--- src/hw/acc_pkg.sv ---
// Package with register map, field positions and codes for the comparator control block
package acc_pkg;
	localparam int ACC_NUM_CMP = 3;
	// Register indices: printed offsets are not all multiples of four, so byte address is index times four
	localparam logic [11:0] ACC_IDX_CTRL3  = 12'hf25;
	localparam logic [11:0] ACC_IDX_STATUS = 12'hf70;
	localparam logic [11:0] ACC_IDX_CTRL2  = 12'hfd1;
	localparam logic [11:0] ACC_IDX_CTRL1  = 12'hfd2;
	localparam logic [11:0] ACC_IDX_FLAGS  = 12'hf80;
	localparam logic [11:0] ACC_IDX_IRQST  = 12'hf81;
	localparam logic [11:0] ACC_IDX_IRQMSK = 12'hf82;
	localparam logic [11:0] ACC_IDX_ENABLE = 12'hf83;
	localparam int ACC_ADDR_W = 14;
	// Control register fields
	localparam int ACC_BIT_ON     = 7;
	localparam int ACC_BIT_PINEN  = 6;
	localparam int ACC_BIT_INV    = 5;
	localparam int ACC_BIT_EVHI   = 4;
	localparam int ACC_BIT_EVLO   = 3;
	localparam int ACC_BIT_PLUS   = 2;
	localparam int ACC_BIT_MINUSH = 1;
	localparam int ACC_BIT_MINUSL = 0;
	localparam logic [7:0] ACC_CTRL_RESET = 8'h1f;
	// Flag register bit positions: comparator 1 in bit 5, comparator 2 in bit 6, 3 in bit 7
	localparam int ACC_FLAG_BASE = 5;
	typedef enum logic [1:0] {
		ACC_EV_NONE = 2'b00,
		ACC_EV_RISE = 2'b01,
		ACC_EV_FALL = 2'b10,
		ACC_EV_ANY  = 2'b11
	} acc_event_type;
	typedef enum logic [1:0] {
		ACC_MINUS_B    = 2'b00,
		ACC_MINUS_C    = 2'b01,
		ACC_MINUS_D    = 2'b10,
		ACC_MINUS_FIXD = 2'b11
	} acc_minus_type;
	localparam logic [1:0] ACC_RESP_OKAY   = 2'b00;
	localparam logic [1:0] ACC_RESP_SLVERR = 2'b10;
endpackage

--- src/hw/acc_channel.sv ---
// One comparator channel: sync, polarity, edge detect and input selection
`timescale 1ns/1ps
`default_nettype none
module acc_channel
	import acc_pkg::*;
(
	input  wire logic       aclk,
	input  wire logic       aresetn,
	input  wire logic [7:0] ctrl,
	input  wire logic       raw_result,
	output logic            result,
	output logic            event_pulse,
	output logic            pin_out,
	output logic            pin_oe,
	output logic            plus_use_ladder,
	output logic [1:0]      minus_sel
);
	logic sync1_reg;
	logic sync2_reg;
	logic result_reg;
	logic mode_any_reg;
	logic adj;
	logic on;
	logic rise;
	logic fall;
	logic any_entry;
	acc_event_type mode;

	// Derived controls
	assign on              = ctrl[ACC_BIT_ON];
	assign adj             = on & (sync2_reg ^ ctrl[ACC_BIT_INV]);
	assign mode            = acc_event_type'({ctrl[ACC_BIT_EVHI], ctrl[ACC_BIT_EVLO]});
	assign rise            = ~result_reg & adj;
	assign fall            = result_reg & ~adj;
	assign any_entry       = (mode == ACC_EV_ANY) & ~mode_any_reg & on;
	assign plus_use_ladder = ctrl[ACC_BIT_PLUS];
	assign minus_sel       = {ctrl[ACC_BIT_MINUSH], ctrl[ACC_BIT_MINUSL]};
	assign result          = result_reg;
	assign pin_out         = result_reg & ctrl[ACC_BIT_PINEN];
	assign pin_oe          = on & ctrl[ACC_BIT_PINEN];

	// Event decode by edge select
	always_comb begin
		unique case (mode)
			ACC_EV_NONE: event_pulse = 1'b0;
			ACC_EV_RISE: event_pulse = rise;
			ACC_EV_FALL: event_pulse = fall;
			ACC_EV_ANY:  event_pulse = rise | fall | any_entry;
		endcase
	end

	// Two-stage sync then registered result
	always_ff @(posedge aclk) begin
		if (!aresetn) begin
			sync1_reg    <= 1'b0;
			sync2_reg    <= 1'b0;
			result_reg   <= 1'b0;
			mode_any_reg <= 1'b0;
		end else begin
			sync1_reg    <= raw_result;
			sync2_reg    <= sync1_reg;
			result_reg   <= adj;
			mode_any_reg <= (mode == ACC_EV_ANY) & on;
		end
	end

	a_edge_sets_once: assert property (@(posedge aclk) disable iff (!aresetn)
		(mode == ACC_EV_RISE && !result_reg && adj) |-> event_pulse ##1 (result_reg && !rise))
		else $error("rise edge not flagged once");
	a_none_quiet: assert property (@(posedge aclk) disable iff (!aresetn)
		(mode == ACC_EV_NONE) |-> !event_pulse)
		else $error("event in disabled mode");
	a_fall_only: assert property (@(posedge aclk) disable iff (!aresetn)
		(mode == ACC_EV_FALL && event_pulse) |-> result_reg && !adj)
		else $error("fall event without fall");
	a_off_low: assert property (@(posedge aclk) disable iff (!aresetn)
		!on [*2] |-> !result_reg)
		else $error("result high while off");
endmodule
`default_nettype wire

--- src/hw/acc_top.sv ---
// Comparator control block top: AXI4-Lite registers, three channels, flags and interrupt
//
// Our own choice: the AXI4-Lite slave port.
`timescale 1ns/1ps
`default_nettype none
module acc_top
	import acc_pkg::*;
#(
	parameter int NUM_CMP = ACC_NUM_CMP
) (
	input  wire logic                  aclk,
	input  wire logic                  aresetn,
	input  wire logic [ACC_ADDR_W-1:0] s_axi_awaddr,
	input  wire logic                  s_axi_awvalid,
	output logic                       s_axi_awready,
	input  wire logic [31:0]           s_axi_wdata,
	input  wire logic [3:0]            s_axi_wstrb,
	input  wire logic                  s_axi_wvalid,
	output logic                       s_axi_wready,
	output logic [1:0]                 s_axi_bresp,
	output logic                       s_axi_bvalid,
	input  wire logic                  s_axi_bready,
	input  wire logic [ACC_ADDR_W-1:0] s_axi_araddr,
	input  wire logic                  s_axi_arvalid,
	output logic                       s_axi_arready,
	output logic [31:0]                s_axi_rdata,
	output logic [1:0]                 s_axi_rresp,
	output logic                       s_axi_rvalid,
	input  wire logic                  s_axi_rready,
	input  wire logic [NUM_CMP-1:0]    raw_result,
	output logic [NUM_CMP-1:0]         result_output_pin,
	output logic [NUM_CMP-1:0]         result_output_pin_oe,
	output logic [NUM_CMP-1:0]         plus_input_source,
	output logic [2*NUM_CMP-1:0]       minus_input_select,
	output logic [NUM_CMP-1:0]         comparator_on,
	output logic                       irq
);
	// Elaboration check: the address decode serves exactly the mapped channels
	if (NUM_CMP != ACC_NUM_CMP) begin : g_bad_count
		$error("NUM_CMP must equal the mapped comparator count");
	end

	logic [7:0] ctrl_reg [NUM_CMP];
	logic [NUM_CMP-1:0] flag_reg;
	logic [NUM_CMP-1:0] irq_stat_reg;
	logic [NUM_CMP-1:0] irq_mask_reg;
	logic [NUM_CMP-1:0] flag_en_reg;
	logic [NUM_CMP-1:0] result;
	logic [NUM_CMP-1:0] event_pulse;
	logic [NUM_CMP-1:0] pin_raw;
	logic [NUM_CMP-1:0] pin_oe_raw;
	logic [NUM_CMP-1:0] pin_reg;
	logic [NUM_CMP-1:0] pin_oe_reg;
	logic [ACC_ADDR_W-1:0] awaddr_reg;
	logic [31:0] wdata_reg;
	logic [3:0]  wstrb_reg;
	logic aw_held_reg;
	logic w_held_reg;
	logic bvalid_reg;
	logic [1:0] bresp_reg;
	logic rvalid_reg;
	logic [31:0] rdata_reg;
	logic [1:0] rresp_reg;

	// Map a register index to a byte address
	function automatic logic [ACC_ADDR_W-1:0] idx_addr(input logic [11:0] idx);
		idx_addr = {idx, 2'b00};
	endfunction

	// Control register number for an address, or NUM_CMP if none
	function automatic int ctrl_sel(input logic [ACC_ADDR_W-1:0] a);
		if (a == idx_addr(ACC_IDX_CTRL1))
			ctrl_sel = 0;
		else if (a == idx_addr(ACC_IDX_CTRL2))
			ctrl_sel = 1;
		else if (a == idx_addr(ACC_IDX_CTRL3))
			ctrl_sel = 2;
		else
			ctrl_sel = ACC_NUM_CMP;
	endfunction

	// Comparator channels, each from its own control register
	for (genvar i = 0; i < NUM_CMP; i++) begin : g_ch
		acc_channel u_ch (
			.aclk            (aclk),
			.aresetn         (aresetn),
			.ctrl            (ctrl_reg[i]),
			.raw_result      (raw_result[i]),
			.result          (result[i]),
			.event_pulse     (event_pulse[i]),
			.pin_out         (pin_raw[i]),
			.pin_oe          (pin_oe_raw[i]),
			.plus_use_ladder (plus_input_source[i]),
			.minus_sel       (minus_input_select[2*i+1:2*i])
		);
		assign comparator_on[i] = ctrl_reg[i][ACC_BIT_ON];
	end

	// Write path handshake and decode
	logic         aw_have;
	logic         w_have;
	logic         do_write;
	logic [ACC_ADDR_W-1:0] wr_addr;
	logic [31:0]  wr_data;
	logic         wr_lane0;
	logic         wr_hit;
	int           wr_ctrl;
	assign aw_have       = aw_held_reg | s_axi_awvalid;
	assign w_have        = w_held_reg | s_axi_wvalid;
	assign s_axi_awready = ~aw_held_reg & ~bvalid_reg;
	assign s_axi_wready  = ~w_held_reg & ~bvalid_reg;
	assign do_write      = aw_have & w_have & ~bvalid_reg;
	assign wr_addr       = aw_held_reg ? awaddr_reg : s_axi_awaddr;
	assign wr_data       = w_held_reg ? wdata_reg : s_axi_wdata;
	assign wr_lane0      = w_held_reg ? wstrb_reg[0] : s_axi_wstrb[0];
	assign wr_ctrl       = ctrl_sel(wr_addr);
	assign wr_hit        = (wr_ctrl < NUM_CMP) | (wr_addr == idx_addr(ACC_IDX_FLAGS))
		| (wr_addr == idx_addr(ACC_IDX_IRQMSK)) | (wr_addr == idx_addr(ACC_IDX_ENABLE))
		| (wr_addr == idx_addr(ACC_IDX_STATUS)) | (wr_addr == idx_addr(ACC_IDX_IRQST));
	assign s_axi_bvalid  = bvalid_reg;
	assign s_axi_bresp   = bresp_reg;

	// Flag register writes: zero clears, one simulates an event
	logic flag_wr;
	logic [NUM_CMP-1:0] flag_wdata;
	logic [NUM_CMP-1:0] flag_next;
	assign flag_wr    = do_write & wr_lane0 & (wr_addr == idx_addr(ACC_IDX_FLAGS));
	assign flag_wdata = wr_data[ACC_FLAG_BASE +: NUM_CMP];
	assign flag_next  = (flag_wr ? flag_wdata : flag_reg) | event_pulse;

	// Read path
	logic do_read;
	logic [ACC_ADDR_W-1:0] rd_addr;
	int   rd_ctrl;
	logic [31:0] rd_word;
	logic rd_hit;
	logic irqst_read;
	assign do_read       = s_axi_arvalid & ~rvalid_reg;
	assign s_axi_arready = ~rvalid_reg;
	assign rd_addr       = s_axi_araddr;
	assign rd_ctrl       = ctrl_sel(rd_addr);
	assign rd_hit        = (rd_ctrl < NUM_CMP) | (rd_addr == idx_addr(ACC_IDX_STATUS))
		| (rd_addr == idx_addr(ACC_IDX_FLAGS)) | (rd_addr == idx_addr(ACC_IDX_IRQST))
		| (rd_addr == idx_addr(ACC_IDX_IRQMSK)) | (rd_addr == idx_addr(ACC_IDX_ENABLE));
	assign irqst_read    = do_read & (rd_addr == idx_addr(ACC_IDX_IRQST));
	always_comb begin
		rd_word = 32'h0000_0000;
		if (rd_ctrl < NUM_CMP)
			rd_word[7:0] = ctrl_reg[rd_ctrl];
		else if (rd_addr == idx_addr(ACC_IDX_STATUS))
			rd_word[NUM_CMP-1:0] = result;
		else if (rd_addr == idx_addr(ACC_IDX_FLAGS))
			rd_word[ACC_FLAG_BASE +: NUM_CMP] = flag_reg;
		else if (rd_addr == idx_addr(ACC_IDX_IRQST))
			rd_word[NUM_CMP-1:0] = irq_stat_reg;
		else if (rd_addr == idx_addr(ACC_IDX_IRQMSK))
			rd_word[NUM_CMP-1:0] = irq_mask_reg;
		else if (rd_addr == idx_addr(ACC_IDX_ENABLE))
			rd_word[NUM_CMP-1:0] = flag_en_reg;
	end
	assign s_axi_rvalid = rvalid_reg;
	assign s_axi_rdata  = rdata_reg;
	assign s_axi_rresp  = rresp_reg;

	// Interrupt: sticky status set by enabled flags' events, read clears, set wins
	logic [NUM_CMP-1:0] irq_set;
	assign irq_set = event_pulse & flag_en_reg;
	assign irq     = |(irq_stat_reg & irq_mask_reg);
	assign result_output_pin    = pin_reg;
	assign result_output_pin_oe = pin_oe_reg;

	// Bus handshake state
	always_ff @(posedge aclk) begin
		if (!aresetn) begin
			aw_held_reg <= 1'b0;
			w_held_reg  <= 1'b0;
			awaddr_reg  <= '0;
			wdata_reg   <= 32'h0000_0000;
			wstrb_reg   <= 4'h0;
			bvalid_reg  <= 1'b0;
			bresp_reg   <= ACC_RESP_OKAY;
			rvalid_reg  <= 1'b0;
			rdata_reg   <= 32'h0000_0000;
			rresp_reg   <= ACC_RESP_OKAY;
		end else begin
			if (do_write) begin
				aw_held_reg <= 1'b0;
				w_held_reg  <= 1'b0;
				bvalid_reg  <= 1'b1;
				bresp_reg   <= wr_hit ? ACC_RESP_OKAY : ACC_RESP_SLVERR;
			end else begin
				if (s_axi_awvalid & s_axi_awready) begin
					aw_held_reg <= 1'b1;
					awaddr_reg  <= s_axi_awaddr;
				end
				if (s_axi_wvalid & s_axi_wready) begin
					w_held_reg <= 1'b1;
					wdata_reg  <= s_axi_wdata;
					wstrb_reg  <= s_axi_wstrb;
				end
				if (bvalid_reg & s_axi_bready)
					bvalid_reg <= 1'b0;
			end
			if (do_read) begin
				rvalid_reg <= 1'b1;
				rdata_reg  <= rd_word;
				rresp_reg  <= rd_hit ? ACC_RESP_OKAY : ACC_RESP_SLVERR;
			end else if (rvalid_reg & s_axi_rready) begin
				rvalid_reg <= 1'b0;
			end
		end
	end

	// Control, flag, mask and interrupt registers
	always_ff @(posedge aclk) begin
		if (!aresetn) begin
			for (int i = 0; i < NUM_CMP; i++)
				ctrl_reg[i] <= ACC_CTRL_RESET;
			flag_reg     <= '0;
			irq_stat_reg <= '0;
			irq_mask_reg <= '0;
			flag_en_reg  <= '0;
			pin_reg      <= '0;
			pin_oe_reg   <= '0;
		end else begin
			if (do_write & wr_lane0 & (wr_ctrl < NUM_CMP))
				ctrl_reg[wr_ctrl] <= wr_data[7:0];
			if (do_write & wr_lane0 & (wr_addr == idx_addr(ACC_IDX_IRQMSK)))
				irq_mask_reg <= wr_data[NUM_CMP-1:0];
			if (do_write & wr_lane0 & (wr_addr == idx_addr(ACC_IDX_ENABLE)))
				flag_en_reg <= wr_data[NUM_CMP-1:0];
			flag_reg     <= flag_next;
			irq_stat_reg <= (irqst_read ? '0 : irq_stat_reg) | irq_set;
			pin_reg      <= pin_raw;
			pin_oe_reg   <= pin_oe_raw;
		end
	end

	a_flag_sets_on_event: assert property (@(posedge aclk) disable iff (!aresetn)
		event_pulse[0] |=> flag_reg[0])
		else $error("event did not set flag");
	a_flag_zero_clears: assert property (@(posedge aclk) disable iff (!aresetn)
		(flag_wr && !flag_wdata[1] && !event_pulse[1]) |=> !flag_reg[1])
		else $error("flag write zero not cleared");
	a_flag_sim_set: assert property (@(posedge aclk) disable iff (!aresetn)
		(flag_wr && flag_wdata[2]) |=> flag_reg[2])
		else $error("simulated event not set");
	a_status_upper_zero: assert property (@(posedge aclk) disable iff (!aresetn)
		(do_read && rd_addr == idx_addr(ACC_IDX_STATUS)) |=> s_axi_rvalid && rdata_reg[31:NUM_CMP] == '0
			&& rdata_reg[NUM_CMP-1:0] == $past(result))
		else $error("status read wrong");
	a_pin_follows: assert property (@(posedge aclk) disable iff (!aresetn)
		!ctrl_reg[0][ACC_BIT_PINEN] ##1 !ctrl_reg[0][ACC_BIT_PINEN] |-> !result_output_pin[0])
		else $error("pin driven while disabled");
	// Unmasked event raises the line one cycle later
	a_irq_level: assert property (@(posedge aclk) disable iff (!aresetn)
		(|(irq_set & irq_mask_reg)) && !(do_write && wr_lane0 && wr_addr == idx_addr(ACC_IDX_IRQMSK)) |=> irq)
		else $error("unmasked event did not raise irq");
	// Status read clears unless a new event lands in the same cycle
	a_irqst_clear: assert property (@(posedge aclk) disable iff (!aresetn)
		(irqst_read && !irq_set[0]) |=> !irq_stat_reg[0])
		else $error("irq status not cleared by read");

	// Bus answers one cycle after a request is taken
	a_write_answer: assert property (@(posedge aclk) disable iff (!aresetn)
		do_write |=> s_axi_bvalid)
		else $error("write response missing");
	a_read_answer: assert property (@(posedge aclk) disable iff (!aresetn)
		do_read |=> s_axi_rvalid)
		else $error("read response missing");
	a_unmapped_err: assert property (@(posedge aclk) disable iff (!aresetn)
		(do_write && !wr_hit) |=> s_axi_bresp == ACC_RESP_SLVERR)
		else $error("unmapped write not refused");
	// No new request accepted on a channel while that channel's answer is pending
	a_write_refused: assert property (@(posedge aclk) disable iff (!aresetn)
		s_axi_bvalid |-> !s_axi_awready && !s_axi_wready)
		else $error("write accepted during response");
	a_read_refused: assert property (@(posedge aclk) disable iff (!aresetn)
		s_axi_rvalid |-> !s_axi_arready)
		else $error("read accepted during response");

	// Writes touch only their own control register, and only with lane 0
	a_ctrl_own_only: assert property (@(posedge aclk) disable iff (!aresetn)
		(do_write && wr_lane0 && wr_ctrl == 0) |=> $stable(ctrl_reg[1]) && $stable(ctrl_reg[2]))
		else $error("control write leaked to another channel");
	a_lane_gate: assert property (@(posedge aclk) disable iff (!aresetn)
		(do_write && !wr_lane0) |=> $stable(ctrl_reg[0]) && $stable(ctrl_reg[1]) && $stable(ctrl_reg[2]))
		else $error("control changed without lane 0");
	// Pin enable stays low while the comparator is off
	a_pin_oe_off: assert property (@(posedge aclk) disable iff (!aresetn)
		!comparator_on[0] ##1 !comparator_on[0] |-> !result_output_pin_oe[0])
		else $error("pin enabled while off");
endmodule
`default_nettype wire

--- config.mk ---
export PLATFORM = sky130hd
export DESIGN_NAME = acc_top
export DESIGN_NICKNAME = d
export VERILOG_FILES = /design/src/hw/acc_pkg.sv /design/src/hw/acc_channel.sv /design/src/hw/acc_top.sv
export SDC_FILE = /design/constraint.sdc
export NUM_CORES = 1
export LEC_CHECK = 0
export ABC_AREA = 1
export BUFFER_PORTS_ARGS = -buffer_cell sky130_fd_sc_hd__buf_2
export CORE_ASPECT_RATIO = 0.75
export CORE_MARGIN = 2
export CORE_UTILIZATION = 33
export CTS_BUF_LIST = sky130_fd_sc_hd__clkbuf_2 sky130_fd_sc_hd__clkbuf_4 sky130_fd_sc_hd__clkbuf_8
export DETAILED_ROUTE_END_ITERATION = 8
export PLACE_DENSITY = 0.57
export RECOVER_POWER = 100
export SYNTH_ARGS = -nofsm -noshare
export SYNTH_HDL_FRONTEND = slang
export SYNTH_SLANG_ARGS = --single-unit
--- constraint.sdc ---
create_clock -name aclk -period 2.1 [get_ports aclk]
set_input_delay 0.21 -clock aclk [delete_from_list [all_inputs] [get_ports aclk]]
set_output_delay 0.21 -clock aclk [all_outputs]
set_load 0.03 [all_outputs]
==> results.yml <==
critical_path:
  crit_start: "aw_held_reg"
  crit_end: "ctrl_reg[0][3]"
  path_max_fanout: 7
  path_cells: "inv_6 > buf_6 > nand3_1 > nand2_1 > buf_6 > nand4_4 > nor2_8 > nand2_4 > nand3_4 > buf_12 > nand2_4 > nor2_4 > nand2_1"
  timing.rr.start: "aw_held_reg"
  cp-end-kind: "flop"
  r2r_cells: 13
  critPathMaxStageDelay_ns: 0.40
  worstPathRequired_ns: 2.23
  rrSetupSlack_ns: 0.12
  crit_type: "flop to flop"
  cp_slowest_cell: "dfxtp_4"
  crit_arrival_ns: 2.11
  cp-start-kind: "flop"
  rr_endpoint: "ctrl_reg[0][3]"
placement:
  dp_hpwl_microns: 9800
  place_congestion: 0.842
  dp_slack_ns: -0.0900
  numPortBuffers: 80
floorplan:
  core_area_sq_mm: 0.0151
  die_h_microns: 111
  initial_utilization_pct: 33.4
  die_x_microns: 147
  rows: 39
  io_pins: 134
  die_area_sq_mm: 0.0163
outcome:
  status: "complete, no violations"
layout:
  largest_reg_flops: 28
  finalCoreUtilization_pct: 40.7
  final_nets: 859
  final_common_cell: "nand2_1"
  diodes: 0
  syn2layout_area_growth_pct: 21.9
  drive_gt1_share_pct: 22.8
  layout_common_cells: "107 x nand2_1, 98 x inv_1, 66 x dfxtp_1, 62 x buf_2, 59 x nor2_1"
synthesis:
  synth-seq-cells: 95
  yosys_warnings: 0
  mappedNetlistArea_sq_mm: 0.00504
  synth_edf_count: 28
  synth_area_leader_cell: "dfxtp_1"
  syn_inst: 657
  synthTopCellsByArea: "dfxtp_1 27%, edfxtp_1 17%, nand2_1 8.5%"
  yosysSeqAreaShare_pct: 43.3
  synth_cell_types: 46
  syn_area_per_cell_sq_um: 7.67
  ys.flop_type: "dfxtp_1"
  async_reset_ff_share_pct: 0
  synth_top_area_share_pct: 26.6
global_route:
  grt_pass1_wl_microns: 21000
  gr-usage-met2_pct: 22.5
  use_met3_pct: 3.95
  grtUsageMet1_pct: 25.3
  first_global_vias: 4026
  top_usage_layer: "met1"
  grtUsageTotal_pct: 16.4
  gr-total-overflow: 0
  antenna_found_initial: 0
  grt_start_max_net_pins: 50
clock_network:
  clock_latency_ns: 0.38
  cts_buffer_depth: 2
  root_buffer: "clkbuf_8"
  cts_tree: "done"
  htree_levels: 3
  cts_inserted_buffers: 9
  clk_pin_slew_ns: 0.10
  clock-sinks: 95
detailed_routing:
  wl_per_cell_microns: 13.1
  drc_errors: 0
  dr.pass1.iters: 5
  routed_wl_microns: 12900
  viasPerCell: 4.46
  drt.antenna.violating_nets: 0
  drt_iter0_drc: 247
  vias: 4410
timing:
  maxSlewViolCount: 0
  finalHoldViolCount: 0
  report.final.setup_viol: 0
  slew_headroom_pct: 54.7
  fmax_mhz: 505
  finalCritPeriodShare_pct: 94.3
  hold_ws_ns: 0.116
  worst_pin_slew_ns: 0.672
  skew_ns: 0.00857
  finalCriticalPeriod_ns: 1.98
  setup_ws_ns: 0.120
job:
  maxCapViolations: 0
min_path:
  worst_hold_path_type: "primary input to flop"
power_and_ir_drop:
  power_density_mw_per_mm2: 630
  irDropWorstVdd_mv: 0.364
  p_leak_nw: 2.71
==> cells in the mapped netlist, types with 3 or more instances <==
cell type  count
clkbuf_1      11
nor2_2         4
nand2_2        5
inv_2          3
o21ai_1        5
o21ai_2        4
nand2_4        3
edfxtp_1      28
nand4_1        5
nand3_1       39
nor2_4         5
o21ai_0       58
o211ai_1       3
buf_4         39
dfxtp_1       67
nand2_1      114
nor2_1        59
ha_1           6
inv_1         98
nor3_1        18
a21oi_1       50
==> area by class of cell <==
class | count | area [sq um]
sequential | 95 | 2190
clock inverter | 7 | 56.3
inverter | 103 | 392
fill | 1602 | 8940
timing repair buffer | 135 | 833
multi-input combinational | 435 | 2290
tap | 205 | 256
clock buffer | 9 | 124
==> kinds of logic (layout without fill, tap and decap cells) <==
logic type / count (synthesis) / after routing / share of synthesized area (%)
AND/OR/NAND/NOR: 266 / 266 / 25.5
buffers and inverters: 156 / 254 / 14.9
AO/OA/AOI/OAI: 131 / 131 / 14.4
flip-flops: 95 / 95 / 43.3
adder cells (fa/ha/maj): 6 / 6 / 1.49
XOR/XNOR: 2 / 2 / 0.348
other: 1 / 30 / 0.0744
==> through the flow <==
| stage | setup TNS (ns) | instance area [sq um] | total power (W) | std cells |
|---|---|---|---|---|
| after CTS | 0 | 6060 | 0.00389 | 988 |
| after floorplan | 0 | 5150 | 0.00251 | 686 |
| final | 0 | 6140 | 0.00387 | 989 |
| after global placement | -1.03 | 5840 | 0.00272 | 968 |
| after detailed placement | -2.08 | 5840 | 0.00273 | 968 |
| after global routing | -0.0107 | 6140 | 0.00407 | 989 |
==> repair_timing <==
action,in CTS,in global routing
endpoints found under the hold margin,4,0
hold buffers,4,0
resized for setup,2,23
buffers inserted,0,2
pin swaps,0,8
endpoints found under the setup margin,32,36
==> metal layers <==
metal	vias up	wire length, microns	part of all wire (%)
li1	2312	-	-
met1	1946	6750	52
met2	142	5120	40
met3	10	926	7.2
met4	0	131	1.0
met5	-	0	0
==> worst min path at each step <==
stage	startpoint	end	cells past startpoint
final	s_axi_wdata[1]	wdata_reg[1]	3
after CTS	s_axi_awaddr[10]	awaddr_reg[10]	3
after global placement	g_ch[0].u_ch.sync1_reg	g_ch[0].u_ch.sync2_reg	2
after detailed placement	raw_result[0]	g_ch[0].u_ch.sync1_reg	3
after floorplan	s_axi_bready	s_axi_bvalid	1
after global routing	s_axi_wdata[0]	wdata_reg[0]	3
==> worst max-delay path, delay by kind of cell (launching register included) <==
family        cells  cell delay, ns
flops             1            0.40
simple gates      9            0.93
buf+inv           4            0.39
==> power by group <==
group / switching [W] / internal (W)
sequential: 0.0000395 / 0.00196
clock: 0.000709 / 0.000442
combinational: 0.000470 / 0.000243
Note: power is estimated with default switching activity, not from simulation.
